===== src/cod_regs.svh =====
`ifndef COD_REGS_SVH
`define COD_REGS_SVH

// Whole first-byte codes, plus the base byte that follows the ASCII multiply and divide codes
`define COD_SEG_LOAD        8'h8E
`define COD_SEG_STORE       8'h8C
`define COD_TABLE_LOOKUP    8'hD7
`define COD_EA_LOAD         8'h8D
`define COD_PTR_DATA_SEG    8'hC5
`define COD_PTR_EXTRA_SEG   8'hC4
`define COD_FLAGS_TO_HIGH   8'h9F
`define COD_HIGH_TO_FLAGS   8'h9E
`define COD_FLAGS_PUSH      8'h9C
`define COD_FLAGS_POP       8'h9D
`define COD_ASCII_ADD       8'h37
`define COD_ASCII_SUB       8'h3F
`define COD_BCD_ADD         8'h27
`define COD_BCD_SUB         8'h2F
`define COD_ASCII_MULT      8'hD4
`define COD_ASCII_DIV       8'hD5
`define COD_ASCII_BASE      8'h0A
`define COD_BYTE_TO_WORD    8'h98
`define COD_WORD_TO_DOUBLE  8'h99

// Partial first-byte codes, top six or seven bits
`define COD_ADC_RM_HI6      6'h04
`define COD_SBB_RM_HI6      6'h06
`define COD_IMM_GRP_HI6     6'h20
`define COD_SHIFT_GRP_HI6   6'h34
`define COD_ADC_ACC_HI7     7'h0A
`define COD_SBB_ACC_HI7     7'h0E
`define COD_UNARY_GRP_HI7   7'h7B

// Extension field values
`define COD_EXT_ADC         3'h2
`define COD_EXT_SBB         3'h3
`define COD_EXT_INVERT      3'h2
`define COD_EXT_SIGN_CHG    3'h3
`define COD_EXT_UMUL        3'h4
`define COD_EXT_SMUL        3'h5
`define COD_EXT_UDIV        3'h6
`define COD_EXT_SDIV        3'h7
`define COD_EXT_ROL         3'h0
`define COD_EXT_ROR         3'h1
`define COD_EXT_RCL         3'h2
`define COD_EXT_SHL         3'h4
`define COD_EXT_SHR         3'h5
`define COD_EXT_SAR         3'h7

// Field positions in the addressing byte
`define COD_MOD_HI          7
`define COD_MOD_LO          6
`define COD_EXT_HI          5
`define COD_EXT_LO          3
`define COD_RM_HI           2
`define COD_RM_LO           0

// Addressing kinds and direct address locator
`define COD_MOD_NO_DISP     2'h0
`define COD_MOD_DISP8       2'h1
`define COD_MOD_DISP16      2'h2
`define COD_RM_DIRECT       3'h6

// Lengths in bytes
`define COD_LEN_ONE         3'h1
`define COD_LEN_TWO         3'h2

`endif


===== src/cod_pkg.sv =====
package cod_pkg;

    typedef enum logic [5:0] {
        COD_OP_NONE,
        COD_OP_TRANSFER_TO_SEG,
        COD_OP_TRANSFER_FROM_SEG,
        COD_OP_TABLE_BYTE_LOOKUP,
        COD_OP_EFFECTIVE_ADDRESS_LOAD,
        COD_OP_POINTER_LOAD_DATA_SEG,
        COD_OP_POINTER_LOAD_EXTRA_SEG,
        COD_OP_FLAGS_TO_HIGH_ACC,
        COD_OP_HIGH_ACC_TO_FLAGS,
        COD_OP_FLAGS_PUSH,
        COD_OP_FLAGS_POP,
        COD_OP_ADD_CARRY,
        COD_OP_SUB_BORROW,
        COD_OP_ASCII_ADD_ADJUST,
        COD_OP_ASCII_SUB_ADJUST,
        COD_OP_BCD_ADD_ADJUST,
        COD_OP_BCD_SUB_ADJUST,
        COD_OP_ASCII_MULT_ADJUST,
        COD_OP_ASCII_DIV_ADJUST,
        COD_OP_INVERT,
        COD_OP_SIGN_CHANGE,
        COD_OP_UNSIGNED_PRODUCT,
        COD_OP_SIGNED_PRODUCT,
        COD_OP_UNSIGNED_QUOTIENT,
        COD_OP_SIGNED_QUOTIENT,
        COD_OP_BYTE_TO_WORD_EXTEND,
        COD_OP_WORD_TO_DOUBLE_EXTEND,
        COD_OP_LEFT_ROTATE,
        COD_OP_RIGHT_ROTATE,
        COD_OP_LEFT_ROTATE_THROUGH_CARRY,
        COD_OP_LEFT_SHIFT,
        COD_OP_LOGICAL_RIGHT_SHIFT,
        COD_OP_ARITH_RIGHT_SHIFT,
        COD_OP_UNKNOWN
    } cod_op_e;

    typedef enum logic {
        COD_ST_FIRST,
        COD_ST_SECOND
    } cod_state_e;

endpackage


===== src/cod_disp_len.sv =====
`timescale 1ns/1ps
`default_nettype none
`include "cod_regs.svh"

module cod_disp_len (
    // Addressing byte
    input  wire logic [7:0] modrm_in,
    // Displacement bytes that follow it
    output logic      [1:0] disp_len_out
);

    logic [1:0] mode;
    logic [2:0] locator;
    logic       direct;

    assign mode    = modrm_in[`COD_MOD_HI:`COD_MOD_LO];
    assign locator = modrm_in[`COD_RM_HI:`COD_RM_LO];
    assign direct  = (mode == `COD_MOD_NO_DISP) && (locator == `COD_RM_DIRECT);

    // Direct address mode carries a 16-bit address despite mode zero
    assign disp_len_out = direct                     ? 2'h2 :
                          (mode == `COD_MOD_DISP8)  ? 2'h1 :
                          (mode == `COD_MOD_DISP16) ? 2'h2 : 2'h0;

endmodule
`default_nettype wire


===== src/cod_decoder.sv =====
`timescale 1ns/1ps
`default_nettype none
`include "cod_regs.svh"

module cod_decoder (
    // Clock and reset
    input  wire logic           sys_clk_in,
    input  wire logic           nrst_in,
    // Byte stream from the fetch queue
    input  wire logic           byte_valid_in,
    input  wire logic [7:0]     byte_in,
    // Decoded instruction
    output logic                decode_valid_out,
    output cod_pkg::cod_op_e    op_out,
    output logic      [2:0]     length_out,
    output logic                word_out,
    output logic                to_reg_out,
    output logic                count_by_cl_out,
    output logic                sign_ext_out,
    output logic      [1:0]     seg_sel_out,
    output logic      [7:0]     modrm_out,
    output logic                unknown_out
);
    import cod_pkg::*;

    ////////////////////////////////////////////////////////////////////////////
    // Byte selection

    cod_state_e state_q;
    cod_state_e state_d;
    logic [7:0] first_q;
    logic [7:0] opc;
    logic [2:0] ext;
    logic [1:0] disp_len;
    logic       in_second;

    assign in_second = (state_q == COD_ST_SECOND);
    assign opc       = in_second ? first_q : byte_in;
    assign ext       = byte_in[`COD_EXT_HI:`COD_EXT_LO];

    cod_disp_len u_disp_len (
        .modrm_in     (byte_in),
        .disp_len_out (disp_len)
    );

    ////////////////////////////////////////////////////////////////////////////
    // First-byte classes

    logic is_seg_load;
    logic is_seg_store;
    logic is_ea_load;
    logic is_ptr_data;
    logic is_ptr_extra;
    logic is_adc_rm;
    logic is_sbb_rm;
    logic is_imm_grp;
    logic is_unary_grp;
    logic is_shift_grp;
    logic is_ascii_mult;
    logic is_ascii_div;
    logic is_adc_acc;
    logic is_sbb_acc;
    logic needs_second;
    logic has_modrm;

    assign is_seg_load   = (opc == `COD_SEG_LOAD);
    assign is_seg_store  = (opc == `COD_SEG_STORE);
    assign is_ea_load    = (opc == `COD_EA_LOAD);
    assign is_ptr_data   = (opc == `COD_PTR_DATA_SEG);
    assign is_ptr_extra  = (opc == `COD_PTR_EXTRA_SEG);
    assign is_adc_rm     = (opc[7:2] == `COD_ADC_RM_HI6);
    assign is_sbb_rm     = (opc[7:2] == `COD_SBB_RM_HI6);
    assign is_imm_grp    = (opc[7:2] == `COD_IMM_GRP_HI6);
    assign is_unary_grp  = (opc[7:1] == `COD_UNARY_GRP_HI7);
    assign is_shift_grp  = (opc[7:2] == `COD_SHIFT_GRP_HI6);
    assign is_ascii_mult = (opc == `COD_ASCII_MULT);
    assign is_ascii_div  = (opc == `COD_ASCII_DIV);
    assign is_adc_acc    = (opc[7:1] == `COD_ADC_ACC_HI7);
    assign is_sbb_acc    = (opc[7:1] == `COD_SBB_ACC_HI7);

    assign has_modrm    = is_seg_load | is_seg_store | is_ea_load | is_ptr_data
                        | is_ptr_extra | is_adc_rm | is_sbb_rm | is_imm_grp
                        | is_unary_grp | is_shift_grp;
    assign needs_second = has_modrm | is_ascii_mult | is_ascii_div;

    ////////////////////////////////////////////////////////////////////////////
    // Operation selection

    cod_op_e op_one;
    cod_op_e op_two;

    always_comb begin
        case (opc)
            `COD_TABLE_LOOKUP:   op_one = COD_OP_TABLE_BYTE_LOOKUP;
            `COD_FLAGS_TO_HIGH:  op_one = COD_OP_FLAGS_TO_HIGH_ACC;
            `COD_HIGH_TO_FLAGS:  op_one = COD_OP_HIGH_ACC_TO_FLAGS;
            `COD_FLAGS_PUSH:     op_one = COD_OP_FLAGS_PUSH;
            `COD_FLAGS_POP:      op_one = COD_OP_FLAGS_POP;
            `COD_ASCII_ADD:      op_one = COD_OP_ASCII_ADD_ADJUST;
            `COD_ASCII_SUB:      op_one = COD_OP_ASCII_SUB_ADJUST;
            `COD_BCD_ADD:        op_one = COD_OP_BCD_ADD_ADJUST;
            `COD_BCD_SUB:        op_one = COD_OP_BCD_SUB_ADJUST;
            `COD_BYTE_TO_WORD:   op_one = COD_OP_BYTE_TO_WORD_EXTEND;
            `COD_WORD_TO_DOUBLE: op_one = COD_OP_WORD_TO_DOUBLE_EXTEND;
            default: begin
                if (is_adc_acc) begin
                    op_one = COD_OP_ADD_CARRY;
                end else if (is_sbb_acc) begin
                    op_one = COD_OP_SUB_BORROW;
                end else begin
                    op_one = COD_OP_UNKNOWN;
                end
            end
        endcase
    end

    // Group codes not owned by this block decode as unknown
    always_comb begin
        op_two = COD_OP_UNKNOWN;
        if (is_seg_load) begin
            op_two = byte_in[`COD_EXT_HI] ? COD_OP_UNKNOWN : COD_OP_TRANSFER_TO_SEG;
        end else if (is_seg_store) begin
            op_two = byte_in[`COD_EXT_HI] ? COD_OP_UNKNOWN : COD_OP_TRANSFER_FROM_SEG;
        end else if (is_ea_load) begin
            op_two = COD_OP_EFFECTIVE_ADDRESS_LOAD;
        end else if (is_ptr_data) begin
            op_two = COD_OP_POINTER_LOAD_DATA_SEG;
        end else if (is_ptr_extra) begin
            op_two = COD_OP_POINTER_LOAD_EXTRA_SEG;
        end else if (is_adc_rm) begin
            op_two = COD_OP_ADD_CARRY;
        end else if (is_sbb_rm) begin
            op_two = COD_OP_SUB_BORROW;
        end else if (is_imm_grp) begin
            case (ext)
                `COD_EXT_ADC: op_two = COD_OP_ADD_CARRY;
                `COD_EXT_SBB: op_two = COD_OP_SUB_BORROW;
                default:      op_two = COD_OP_UNKNOWN;
            endcase
        end else if (is_unary_grp) begin
            case (ext)
                `COD_EXT_INVERT:   op_two = COD_OP_INVERT;
                `COD_EXT_SIGN_CHG: op_two = COD_OP_SIGN_CHANGE;
                `COD_EXT_UMUL:     op_two = COD_OP_UNSIGNED_PRODUCT;
                `COD_EXT_SMUL:     op_two = COD_OP_SIGNED_PRODUCT;
                `COD_EXT_UDIV:     op_two = COD_OP_UNSIGNED_QUOTIENT;
                `COD_EXT_SDIV:     op_two = COD_OP_SIGNED_QUOTIENT;
                default:           op_two = COD_OP_UNKNOWN;
            endcase
        end else if (is_shift_grp) begin
            case (ext)
                `COD_EXT_ROL: op_two = COD_OP_LEFT_ROTATE;
                `COD_EXT_ROR: op_two = COD_OP_RIGHT_ROTATE;
                `COD_EXT_RCL: op_two = COD_OP_LEFT_ROTATE_THROUGH_CARRY;
                `COD_EXT_SHL: op_two = COD_OP_LEFT_SHIFT;
                `COD_EXT_SHR: op_two = COD_OP_LOGICAL_RIGHT_SHIFT;
                `COD_EXT_SAR: op_two = COD_OP_ARITH_RIGHT_SHIFT;
                default:      op_two = COD_OP_UNKNOWN;
            endcase
        end else if (is_ascii_mult) begin
            op_two = (byte_in == `COD_ASCII_BASE) ? COD_OP_ASCII_MULT_ADJUST
                                                  : COD_OP_UNKNOWN;
        end else if (is_ascii_div) begin
            op_two = (byte_in == `COD_ASCII_BASE) ? COD_OP_ASCII_DIV_ADJUST
                                                  : COD_OP_UNKNOWN;
        end
    end

    ////////////////////////////////////////////////////////////////////////////
    // Length and operand attributes

    logic [2:0] imm_len;
    logic [2:0] len_one;
    logic [2:0] len_two;
    logic       imm_two;
    logic       has_dw;

    // Immediate group widens only for s:w of 01; s:w 11 sign-extends one byte
    assign imm_two = (opc[1:0] == 2'h1);
    assign imm_len = is_imm_grp ? (imm_two ? 3'h2 : 3'h1) : 3'h0;
    assign len_one = (is_adc_acc | is_sbb_acc)
                   ? (opc[0] ? 3'h3 : `COD_LEN_TWO) : `COD_LEN_ONE;
    assign len_two = has_modrm ? 3'(`COD_LEN_TWO + {1'b0, disp_len} + imm_len)
                               : `COD_LEN_TWO;
    assign has_dw  = is_adc_rm | is_sbb_rm;

    ////////////////////////////////////////////////////////////////////////////
    // Sequencing

    logic fire;

    assign fire    = byte_valid_in & (in_second | ~needs_second);
    assign state_d = ~byte_valid_in ? state_q :
                     in_second      ? COD_ST_FIRST :
                     needs_second   ? COD_ST_SECOND : COD_ST_FIRST;

    always_ff @(posedge sys_clk_in or negedge nrst_in) begin
        if (!nrst_in) begin
            state_q <= COD_ST_FIRST;
            first_q <= 8'h00;
        end else begin
            state_q <= state_d;
            first_q <= (byte_valid_in & ~in_second) ? byte_in : first_q;
        end
    end

    // Attributes hold until the next decode so the datapath may sample late
    always_ff @(posedge sys_clk_in or negedge nrst_in) begin
        if (!nrst_in) begin
            decode_valid_out <= 1'b0;
            op_out           <= COD_OP_NONE;
            length_out       <= 3'h0;
            word_out         <= 1'b0;
            to_reg_out       <= 1'b0;
            count_by_cl_out  <= 1'b0;
            sign_ext_out     <= 1'b0;
            seg_sel_out      <= 2'h0;
            modrm_out        <= 8'h00;
            unknown_out      <= 1'b0;
        end else begin
            decode_valid_out <= fire;
            if (fire) begin
                op_out          <= in_second ? op_two : op_one;
                length_out      <= in_second ? len_two : len_one;
                word_out        <= (has_dw | is_imm_grp | is_unary_grp | is_shift_grp
                                    | is_adc_acc | is_sbb_acc) & opc[0];
                to_reg_out      <= has_dw & opc[1];
                count_by_cl_out <= is_shift_grp & opc[1];
                sign_ext_out    <= is_imm_grp & opc[1];
                seg_sel_out     <= (is_seg_load | is_seg_store)
                                   ? byte_in[`COD_EXT_LO+1:`COD_EXT_LO] : 2'h0;
                modrm_out       <= in_second ? byte_in : 8'h00;
                unknown_out     <= in_second ? (op_two == COD_OP_UNKNOWN)
                                             : (op_one == COD_OP_UNKNOWN);
            end
        end
    end

endmodule
`default_nettype wire


===== config.mk =====
export PLATFORM = sky130hd
export DESIGN_NAME = cod_decoder
export DESIGN_NICKNAME = d
export VERILOG_FILES = /design/src/cod_pkg.sv /design/src/cod_disp_len.sv /design/src/cod_decoder.sv
export VERILOG_INCLUDE_DIRS = /design/src
export SDC_FILE = /design/constraint.sdc
export NUM_CORES = 1
export LEC_CHECK = 0
export BUFFER_PORTS_ARGS = -buffer_cell sky130_fd_sc_hd__buf_2
export CORE_AREA = 4 4 72 74
export CTS_BUF_LIST = sky130_fd_sc_hd__clkbuf_4 sky130_fd_sc_hd__clkbuf_8
export DETAILED_ROUTE_END_ITERATION = 10
export DIE_AREA = 0 0 76 78
export GPL_TIMING_DRIVEN = 0
export HOLD_SLACK_MARGIN = 0.05
export PLACE_DENSITY = 0.78
export SYNTH_ARGS = -nofsm -noshare
export SYNTH_HDL_FRONTEND = slang
export SYNTH_SLANG_ARGS = --single-unit

===== constraint.sdc =====
create_clock -name sys_clk_in -period 3.3 [get_ports sys_clk_in]
set_input_delay 0.33 -clock sys_clk_in [delete_from_list [all_inputs] [get_ports sys_clk_in]]
set_output_delay 0.33 -clock sys_clk_in [all_outputs]
set_load 0.02 [all_outputs]

Word-level counts from Yosys, hierarchy flattened --
Index checks and enable logic that the tools add are counted.
Storage, ports and cells: bits in registers 34, bits in latches 0, RAM bits 0, ROM bits 0, input port bits 11, output and inout bits 25, logic and storage cells 121, memories kept 0
Cells by class: add/sub/neg operators 2, multipliers 0, divide/modulo/power cells 0, $lt $le $gt $ge 0, equal/unequal tests 39, shift operators 0, multiplexer cells 38, bitwise logic cells 27, reduce and logical (&&, ||, !) cells 3
Operator list (count):
- 2-to-1 mux 6 bit | 19
- == test 8 bit (second input constant) | 14
- one-hot mux 6 bit (6 select lines) | 2
- one-hot mux 6 bit (11 select lines) | 1
- == test 8 x 6 -> 1 bit (second input constant) | 4
- == test 6 bit (second input constant) | 4
- bitwise OR 1 bit | 19
- 2-to-1 mux 8 bit | 2
- == test 3 bit (second input constant) | 5
- == test 7 x 4 -> 1 bit (second input constant) | 2
- 2-to-1 mux 2 bit | 7
- == test 6 x 3 -> 1 bit (second input constant) | 2
- one-hot mux 6 bit (2 select lines) | 1
- == test 8 x 4 -> 1 bit (second input constant) | 1
- == test 7 bit (second input constant) | 1
- AND 1 bit | 6
- == test 3 x 2 -> 1 bit (second input constant) | 2
- 2-to-1 mux 3 bit | 2
- == test 2 x 1 -> 1 bit (second input constant) | 2
- 2-to-1 mux 1 bit | 4
- adder 2 x 2 -> 3 bit (first input constant) | 1
- adder 3 x 2 -> 3 bit | 1
- == test 3 x 1 -> 1 bit (second input constant) | 1
- logical NOT 3 bit | 1
- other kinds (4) | 5

Longest topological paths before layout --
Gate-level depths: netlist of run 1.
depth in word-level cells 16, gate-level depth with buffers 13, depth with buffers taken out 9

By module --
Synthesis of run 1 repeated with hierarchy kept, for this count alone.
Unflattened totals: cell total of the unflattened synthesis 290, area total of the unflattened synthesis 2677.6 um2
By module, submodules not included:
- cod_decoder | instances 1, cells an instance 286, area each 2655.0 um2, sequential area each 850.8 um2
- cod_disp_len | instances 1, cells an instance 4, area each 22.5 um2, sequential area each 0.0 um2

Worst setup path before layout of run 1 --
No wires, ideal clock.
kind reg2reg, start point register state_q (netlist: in_second), end point register length_out[1], arrival time 2476 ps, required time 3182 ps, setup slack 706 ps, cell stages (with the launch flop) 11, buffers on the path 1, path through dfrtp_1 -> buf_2 -> or3b_1 -> a222oi_1 -> nand2_1 -> ha_1 -> inv_1 -> ha_1 -> nor2_1 -> a221oi_1 -> a21o_1
On the way: word-level cells in the longest chain between the ends 16, elaborated cells on any way between the ends 37
RTL lines:
- start, declared | line cod_decoder.sv:29 | cod_state_e state_q;
- start signal, assigned | line cod_decoder.sv:202 | state_q <= state_d;
- 2-to-1 mux 8 bit | line cod_decoder.sv:38 | assign opc = in_second ? first_q : byte_in;
- == test 8 bit (no line)
- bitwise OR 1 bit (3 in a row) | line cod_decoder.sv:81 | assign has_modrm = is_seg_load | is_seg_store | is_ea_load | is_ptr_data
- bitwise OR 1 bit (4 in a row) | line cod_decoder.sv:82 | | is_ptr_extra | is_adc_rm | is_sbb_rm | is_imm_grp
- bitwise OR 1 bit (2 in a row) | line cod_decoder.sv:83 | | is_unary_grp | is_shift_grp;
- bitwise OR 1 bit (2 in a row) | line cod_decoder.sv:84 | assign needs_second = has_modrm | is_ascii_mult | is_ascii_div;
- inverter 1 bit | line cod_decoder.sv:192 | assign fire = byte_valid_in & (in_second | ~needs_second);
- bitwise OR 1 bit | line cod_decoder.sv:192
- AND 1 bit | line cod_decoder.sv:192
- end signal, assigned | line cod_decoder.sv:224 | length_out <= in_second ? len_two : len_one;
- end, declared | line cod_decoder.sv:15 | output logic [2:0] length_out,
Several ways; a longest one is shown, not always the timed one. A chain may end at the register's enable or synchronous reset.

Final worst setup path of run 1 --
Ends and elaborated chain as after synthesis.

==> results of run 1 <==
[worst max-delay path: cells and delay by family, from the launching register on]
family | cells | cell delay [ns]
DFF | 1 | 0.41
AOI/OAI and AO/OA | 3 | 1.06
adders and majority gates | 2 | 0.60
buffers and inverters | 2 | 0.22
and+or+nand+nor | 3 | 0.65
[metrics by stage]
step	util	std cells
floorplan	-	277
global placement	0.580	364
detailed placement	0.580	364
CTS	0.604	371
global route	0.604	371
finish	0.604	371
[layout make-up]
cell class | instances | area, um^2 | area share
Clock buffer | 6 | 82.6 | 0.0297
Inverter | 8 | 30.0 | 0.0108
Multi-Input combinational cell | 212 | 1430 | 0.515
Clock inverter | 1 | 30.0 | 0.0108
Timing Repair Buffer | 33 | 165 | 0.0595
Buffer | 23 | 120 | 0.0432
Sequential cell | 34 | 851 | 0.306
Tap cell | 54 | 67.6 | 0.0243
[placed cells by master (no fill, tap or decap), types with 7 or more instances in the layout]
master and n:
nand2_1 41, buf_2 38, dfrtp_1 34, clkbuf_1 11, o21ai_0 11, a22o_1 11, nor2_1 9, a22oi_1 9
a21oi_1 9, nand3b_1 8, nand3_1 8, o31ai_1 7
[registers in the layout, indices dropped and copies added, names as in the netlist, 2 cells and up]
register and count:
first_q 8, length_out 3, modrm_out 8, op_out 6, seg_sel_out 2
[power breakdown]
part           switching, uW  internal [uW]  leakage (uW)  total (uW)
registers               49.0            479      0.000433         528
clock network            154            241     0.0000573         395
logic                    289            167      0.000740         455
[per-layer routing]
metal	up-vias	GRT usage	part of all wire
met5	-	0	0
met4	0	0.0925	0.033
met3	25	0.0557	0.077
met2	116	0.405	0.45
met1	1176	0.337	0.44
li1	1129	-	-
[cells by family after synthesis]
group,after synthesis
muxes,10
buffers and inverters,31
adders and majority gates,3
and+or+nand+nor,107
AOI/OAI and AO/OA,89
xor gates and xnor gates,3
DFF,34
[path summary, 6_finish.rpt]
| kind | to | slack [ns] | cells after the start |
|---|---|---|---|
| setup reg to reg | length_out[1] | 0.26 | 10 |
| min in group sys_clk_in | in_second | 0.40 | 3 |
| hold / removal | in_second | 0.1 | 1 |
| hold reg to reg | op_out[5] | 0.47 | 2 |
| max in group asynchronous | first_q[7] | 2.72 | 1 |
| setup / recovery | length_out[1] | 0.26 | 10 |
==> key figures, run 1 <==
STA
  • # setup viols final: 0
  • RSZ-0062 raised after global routing: no
  • Final Critical Period: ~3.0 ns
  • Worst hold margin: between 0.09 and 0.1 ns
  • Final max-slew violation count: 0
  • Final count of hold timing violations: 0
  • Slack of the critical path: around 0.26 ns
  • Worst Tran Pin Value: 0.880 ns
  • Final period util: 0.921
  • Setup TNS Final: 0 ns
  • F_max: approximately 330 MHz
  • Worst slew margin: 0.413
  • Skew final: between 0.003 and 0.004 ns

Yosys
  • Post-Synth Simple-Gate Area: 0.240
  • Adder-Cell Fraction of Synth Area: 0.0154
  • Share of the synthesized area in the top cell type: 0.350
  • Syn Nets: slightly below 300
  • Top FF cell, synth: dfrtp_1
  • Compound-Gate Fraction of Synth Area: 0.278
  • Synthesis Warnings: 0
  • Post-synthesis xor/xnor area fraction: 0.0108
  • Largest cells by area after synthesis: dfrtp_1, nand2_1, a22o_1
  • Asr flop ratio synth: 1.00
  • Syn_area_per_cell: between 8 and 9 um^2
  • Yosys reg bits: 34
  • Yosys cell types: 66
  • Cell Area, Synth: about 0.0024 mm^2
  • Largest family of logic cells by synthesized area: compound AO/OA/AOI/OAI gates
  • Register area share after synthesis: 0.350
  • Most frequent cell after synthesis: nand2_1
  • Leading cell types by count after synthesis: nand2_1, dfrtp_1, a22o_1, clkbuf_1, o21ai_0
  • Post-synth EDFFs: 0
  • Area leader, netlist: dfrtp_1
  • Post-synthesis mux area share: 0.0442
  • Mapped Cells: 277

Clock network
  • Post_cts resized: 0
  • Max Root-Sink Buffers: 2
  • Setup bufs post-CTS: 0
  • Clock Latency Late Sink: roughly 0.29 ns
  • CTS tree: built
  • Clock buffer count from CTS: 5
  • Clock sinks: 34
  • Htree depth: 2
  • CTS Hold Bufs: 0
  • CTS root buf: clkbuf_8
  • Clock transition at path regs: 0.07 ns

Worst setup path
  • Kind of critical path: reg2reg
  • CP Max Fanout: 10
  • Critical Path Source Type: flip-flop
  • Req. time, crit path: ~3.5 ns
  • Start of the worst register-to-register path: in_second
  • CP most frequent cell: ha_1
  • Crit-path max cell delay: about 0.79 ns
  • Worst path slowest cell: a222oi_1
  • Worst Path Arrival: roughly 3.2 ns
  • Worst Setup End Kind: flip-flop
  • Critical Path Start: in_second
  • CP Cell Sequence: buf_2, or3b_1, a222oi_1, nand2_1, ha_1, inv_1, ha_1, nor2_1, a221oi_1, a21o_1

Flow run
  • Max_cap viols: 0

Finish
  • Share of cells above drive strength 1: 0.215
  • Layout area overhead: 14.2%
  • Design area: 0.00278 mm^2
  • Fillcell total: approximately 410
  • ANT cells: 0
  • Final nets: roughly 330

Routing
  • Routed WL per cell: between 15 and 20 um
  • Residual DRC count: 0
  • DRT iter0 DRCs: between 400 and 500
  • Wirelength, routed: around 7400 um
  • Pre-antenna DRT Iters: 5
  • Vias per cell: about 6.6
  • Final ANT Viol Nets: 0
  • Vias: 2446

Placed design
  • I/O Buffers: 33
  • Detail Placement HPWL: between 5000 and 6000 um
  • Placed Area: 0.00267 mm^2
  • Pre-CTS setup slack: ~0.25 ns
  • Routability-driven placement congestion ratio: between 0.9 and 1

Power
  • Peak supply drop: between 0.0002 and 0.0003 V
  • Leak Pwr: 0.00123 uW
  • Pwr dens: a little under 500 mW/mm^2
  • Final Power: approximately 1400 uW

GRT
  • First-pass GRT wire length: between 10000 and 15000 um
  • Gr usage total: 0.254
  • Number of global-route vias before repair: 2271
  • Grt ovf: 0
  • Initial antenna violation count: 0
  • Pin count of the biggest net entering global routing: 35

Floorplan
  • Die Wd: around 76 um
  • Core area: roughly 0.0046 mm^2
  • Die area: ~0.0059 mm^2
  • Row Count: 25
  • IO Count: 36
  • Initial Utilization: 0.529
  • Die Span Y: 78 um

Worst hold path
  • Hold Path Class: in2async

Status
  • Outcome: completed
No activity file was read; power rests on OpenSTA's default activity.
==> run 2, diff against run 1 <==
MAX_ROUTING_LAYER = met4   (was unset)
PLACE_DENSITY = 0.75   (was 0.78)
==> run 2 against run 1 <==
Sequential power is essentially flat. Global-route usage grew 0.92 points. Routed wire length decreased by 1.2%. Final cell count is 0.54% higher. Fmax down 2.4%. Non-clock buffer count grew 1. Critical path type unchanged. Critical endpoint unchanged.
==> key figures, run 2 (synthesized netlist as in run 1, its figures left out) <==
Status
  • Outcome: completed

STA
  • Slack of the critical path: 0.188 ns (-0.0738 ns)
  • # setup viols final: 0 (unchanged)
  • Final period util: 0.943 (+0.0224)
  • Final count of hold timing violations: 0 (unchanged)
  • Final max-slew violation count: 0 (unchanged)
  • F_max: 321 MHz (-2.4%)
  • RSZ-0062 raised after global routing: no
  • Final Critical Period: 3.11 ns (+0.0738 ns)
  • Worst slew margin: 0.490 (+0.0769)
  • Setup TNS Final: 0 ns (unchanged)
  • Worst hold margin: 0.0872 ns (-0.00976 ns)
  • Skew final: 0.00852 ns (+0.00520 ns)
  • Worst Tran Pin Value: 0.746 ns (-0.135 ns)

Power
  • Leak Pwr: 0.00123 uW (-0.38%)
  • Peak supply drop: 0.000278 V (+11%)
  • Pwr dens: 475 mW/mm^2 (-4.3%)

Worst setup path
  • Flop-to-flop setup slack: 0.19 ns (-0.07 ns)
  • CP Max Fanout: 10 (unchanged)
  • Worst Setup End Kind: flip-flop
  • Req. time, crit path: 3.53 ns (+0.04 ns)
  • Kind of critical path: reg2reg
  • Critical Path Source Type: flip-flop
  • Worst Path Arrival: 3.35 ns (+0.12 ns)

Flow run
  • Max_cap viols: 0 (unchanged)

Placed design
  • Placed Area: 0.00267 mm^2 (unchanged)
  • Pre-CTS setup slack: 0.145 ns (-0.103 ns)
  • Detail Placement HPWL: 5490 um (+0.53%)
  • I/O Buffers: 33 (unchanged)
  • Routability-driven placement congestion ratio: 0.966 (-1.2%)

Clock network
  • CTS root buf: clkbuf_8
  • Htree depth: 2 (unchanged)
  • CTS tree: built
  • CTS Hold Bufs: 0 (unchanged)
  • Clock transition at path regs: 0.08 ns (about the same)
  • Clock buffer count from CTS: 5 (unchanged)
  • Max Root-Sink Buffers: 2 (unchanged)
  • Clock sinks: 34 (unchanged)
  • Clock Latency Late Sink: 0.29 ns (about the same)

GRT
  • Number of global-route vias before repair: 2278 (+0.31%)
  • Pin count of the biggest net entering global routing: 35 (unchanged)
  • Initial antenna violation count: 0 (unchanged)
  • Grt ovf: 0 (unchanged)
  • First-pass GRT wire length: 12100 um (+2.0%)
  • Gr usage total: 0.263 (+0.00920)

Routing
  • Residual DRC count: 0 (unchanged)
  • Wirelength, routed: 7320 um (-1.2%)
  • Vias per cell: 6.57 (-0.41%)
  • Pre-antenna DRT Iters: 6 (+1)
  • DRT iter0 DRCs: 307 (-27%)
  • Routed WL per cell: 19.6 um (-1.7%)
  • Vias: 2449 (+0.12%)
  • Final ANT Viol Nets: 0 (unchanged)

Finish
  • Share of cells above drive strength 1: 0.219 (+0.00492)
  • Final design utilization: 0.602 (-0.00218)
  • ANT cells: 0 (unchanged)
  • Layout area overhead: 13.8%
  • Top Registers: first_q x8, modrm_out x8, op_out x6
  • Commonest cells after routing, fill and taps aside: nand2_1, buf_2, dfrtp_1
  • Most common cell after layout, fill and taps aside: nand2_1
  • Fillcell total: 409 (-0.49%)
  • Final nets: 332 (+0.30%)
  • Design area: 0.00277 mm^2 (-0.36%)

Floorplan
  • Die Wd: 76 um (unchanged)
  • Row Count: 25 (unchanged)
  • Die area: 0.00593 mm^2 (unchanged)
  • Core area: 0.00460 mm^2 (unchanged)
  • Initial Utilization: 0.529 (unchanged)
  • Die Span Y: 78 um (unchanged)
  • IO Count: 36 (unchanged)

Worst hold path
  • Hold Path Class: in2async
-- run 2: worst paths after layout --
| path | startpoint | to | cells past startpoint |
|---|---|---|---|
| worst max-delay path | in_second | length_out[1] | 12 |
| worst min-delay path | nrst_in | in_second | 1 |
| worst max register to register | in_second | length_out[1] | 12 |
| worst min register to register | op_out[5] | op_out[5] | 2 |
| max in group asynchronous | nrst_in | first_q[5] | 1 |
| min in group sys_clk_in | byte_valid_in | in_second | 3 |
-- run 2: repair_timing --
item                                    in CTS  in global routing
setup buffers                                0                  1
gates resized for setup                      0                  0
endpoints found under the setup margin       0                  1
-- run 2: final cells by class --
cell class / count / area [um^2] / share of cell area
inverter: 8 / 30.0 / 0.0108
clock inverter: 2 / 12.5 / 0.00452
sequential: 34 / 851 / 0.307
buffer: 23 / 120 / 0.0434
timing repair buffer: 34 / 173 / 0.0624
clock buffer: 6 / 82.6 / 0.0298
multi-input combinational: 212 / 1430 / 0.517
tap: 54 / 67.6 / 0.0244
-- run 2: critical path, stage by stage (launching register included) --
cell      delay [ns]
dfrtp_1         0.42
buf_2           0.18
buf_4           0.17
buf_2           0.19
buf_1           0.25
o21ai_0         0.67
nand2_1         0.13
ha_1            0.30
inv_1           0.04
ha_1            0.27
nor2_1          0.04
a221oi_1        0.28
a21o_1          0.12
-- run 2: where the power goes --
group          total [uW]  internal [uW]  switching (uW)
Sequential            527            478            48.9
Clock                 333            168             165
Combinational         455            167             288
Total                1310            813             501
-- run 2: metal layers --
layer,up-vias,wire length [um],GRT usage
li1,1145,-,-
met1,1164,3190,0.353
met2,117,3350,0.398
met3,23,601,0.0464
met4,0,180,0.0961
met5,-,0,-
-- run 2: stage by stage --
| step | instances | power, uW |
|---|---|---|
| after floorplan | 277 | 840 |
| after global placement | 364 | 980 |
| after detailed placement | 364 | 982 |
| after CTS | 372 | 1320 |
| after global routing | 373 | 1400 |
| final | 373 | 1310 |
==> run 3, diff against run 2 <==
CORE_AREA = 2 2 70 72   (was 4 4 72 74)
DIE_AREA = 0 0 72 74   (was 0 0 76 78)
MAX_ROUTING_LAYER = unset   (was met4)
==> run 3 against run 2 <==
Clock skew fell by 0.0016 ns. Utilization did not move. Sequential share of layout area did not move. Combinational power barely moved. Non-clock buffer count did not move. Sequential power barely moved. Die area fell by 10%. Sequential cell count did not move. Highest routed layer unchanged. First-iteration DRC count fell by 18%. Final cell count did not move. Critical path depth did not move. Power fell by 0.80%.
==> key figures, run 3 (synthesized netlist as in run 1, its figures left out) <==
Status
  • Outcome: completed

Clock network
  • Max Root-Sink Buffers: 2 (unchanged)
  • Clock transition at path regs: 0.07 ns (about the same)
  • CTS tree: built
  • Clock buffer count from CTS: 5 (unchanged)
  • CTS Hold Bufs: 0 (unchanged)
  • Htree depth: 2 (unchanged)
  • Clock Latency Late Sink: 0.29 ns (about the same)
  • Post_cts resized: 0 (unchanged)
  • Setup bufs post-CTS: 0 (unchanged)
  • Clock sinks: 34 (unchanged)
  • CTS root buf: clkbuf_8

STA
  • Skew final: 0.00688 ns (-0.00164 ns)
  • Final Critical Period: 3.05 ns (-0.0634 ns)
  • Worst Tran Pin Value: 0.740 ns (-0.00563 ns)
  • F_max: 328 MHz (+2.1%)
  • Setup TNS Final: 0 ns (unchanged)
  • Final period util: 0.924 (-0.0192)
  • RSZ-0062 raised after global routing: no
  • Worst slew margin: 0.507 (+0.0166)
  • Worst hold margin: 0.0933 ns (+0.00619 ns)
  • Final max-slew violation count: 0 (unchanged)
  • Final count of hold timing violations: 0 (unchanged)
  • # setup viols final: 0 (unchanged)

Finish
  • ANT cells: 0 (unchanged)
  • Design area: 0.00277 mm^2 (unchanged)
  • Register area: 851 um^2 (unchanged)
  • Final nets: 332 (unchanged)
  • Layout area overhead: 13.8% (unchanged)
  • Area of the multi-input gates: 0.00143 mm^2 (unchanged)
  • Commonest cells after routing, fill and taps aside: nand2_1, buf_2, dfrtp_1
  • Top Registers: first_q x8, modrm_out x8, op_out x6
  • Most common cell after layout, fill and taps aside: nand2_1
  • Share of cells above drive strength 1: 0.219 (unchanged)
  • Fillcell total: 410 (+0.24%)

Placed design
  • Detail Placement HPWL: 5320 um (-3.2%)
  • I/O Buffers: 33 (unchanged)
  • Placed Area: 0.00267 mm^2 (unchanged)
  • Routability-driven placement congestion ratio: 1.04 (+7.2%)

Worst setup path
  • Req. time, crit path: 3.48 ns (-0.05 ns)
  • CP Cell Sequence: buf_2, buf_4, buf_2, buf_1, o21ai_0, nand2_1, ha_1, inv_1, ha_1, nor2_1, a221oi_1, a21o_1
  • Crit-path max cell delay: 0.55 ns (-0.12 ns)
  • Kind of critical path: reg2reg
  • Worst Path Arrival: 3.23 ns (-0.12 ns)
  • Delay-heaviest family, CP: compound AO/OA/AOI/OAI gates
  • Critical Path Source Type: flip-flop
  • Worst Setup End Kind: flip-flop
  • Worst path slowest cell: o21ai_0
  • CP Max Fanout: 10 (unchanged)
  • Crit path buf inv count: 5 (unchanged)

GRT
  • Number of global-route vias before repair: 2335 (+2.5%)
  • Pin count of the biggest net entering global routing: 35 (unchanged)
  • First-pass GRT wire length: 11800 um (-2.7%)
  • Gr usage total: 0.289 (+0.0261)
  • Grt ovf: 0 (unchanged)
  • Initial antenna violation count: 0 (unchanged)

Routing
  • Vias: 2473 (+0.98%)
  • Residual DRC count: 0 (unchanged)
  • Final ANT Viol Nets: 0 (unchanged)
  • Pre-antenna DRT Iters: 5 (-1)
  • DRT iter0 DRCs: 251 (-18%)
  • Wirelength, routed: 7270 um (-0.63%)
  • Routed WL per cell: 19.5 um (-0.63%)
  • Vias per cell: 6.63 (+0.98%)

Floorplan
  • Core area: 0.00460 mm^2 (unchanged)
  • Die Wd: 72 um (-5.3%)
  • Initial Utilization: 0.529 (unchanged)
  • Row Count: 25 (unchanged)
  • Die area: 0.00533 mm^2 (-10%)
  • IO Count: 36 (unchanged)
  • Die Span Y: 74 um (-5.1%)

Power
  • Peak supply drop: 0.000248 V (-11%)
  • Leak Pwr: 0.00123 uW (unchanged)
  • Final Power: 1300 uW (-0.80%)
  • Pwr dens: 471 mW/mm^2 (-0.80%)

Worst hold path
  • Hold Path Class: in2async

Flow run
  • Max_cap viols: 0 (unchanged)
## run 3: final cells by class
cell class	count	area share
timing repair buffer	34	0.0624
buffer	23	0.0434
multi-input combinational	212	0.517
tap	54	0.0244
inverter	8	0.0108
clock inverter	2	0.00452
clock buffer	6	0.0298
sequential	34	0.307
## run 3: per-layer routing
metal  GRT usage  wire length, um  vias to the layer above
met3      0.0583              615                       18
met2       0.469             3350                      139
met4      0.0943              143                        0
li1            -                -                     1135
met5           0                0                        -
met1       0.392             3160                     1181
## run 3: worst paths after layout
check                              startpoint            end  slack, ns  cells after the start
worst max-delay path                in_second  length_out[1]       0.25                     12
worst min-delay path                  nrst_in      in_second       0.09                      1
worst max register to register      in_second  length_out[1]       0.25                     12
worst min register to register      op_out[5]      op_out[5]       0.46                      2
max in group asynchronous             nrst_in     first_q[4]       2.72                      1
min in group sys_clk_in         byte_valid_in      in_second       0.37                      3
## run 3: worst reg2reg max path: stages (launching register included)
cell and delay, ns:
dfrtp_1 0.43, buf_2 0.19, buf_4 0.18, buf_2 0.18
buf_1 0.24, o21ai_0 0.55, nand2_1 0.13, ha_1 0.29
inv_1 0.04, ha_1 0.29, nor2_1 0.13, a221oi_1 0.11
a21o_1 0.19
## run 3: report_power, final
part	internal (uW)	total, uW	switching, uW	leakage [uW]
clock	168	324	156	0.0000472
sequential	478	528	50.0	0.000433
combinational	167	452	285	0.000746
## run 3: stage by stage
stage	std cells	utilization	worst slack [ns]
3_3_place_gp	364	0.580	0.159
4_1_cts	372	0.600	0.107
6_report	373	0.602	0.252
2_1_floorplan	277	-	0.706
5_1_grt	373	0.602	0.0380
3_5_place_dp	364	0.580	0.203
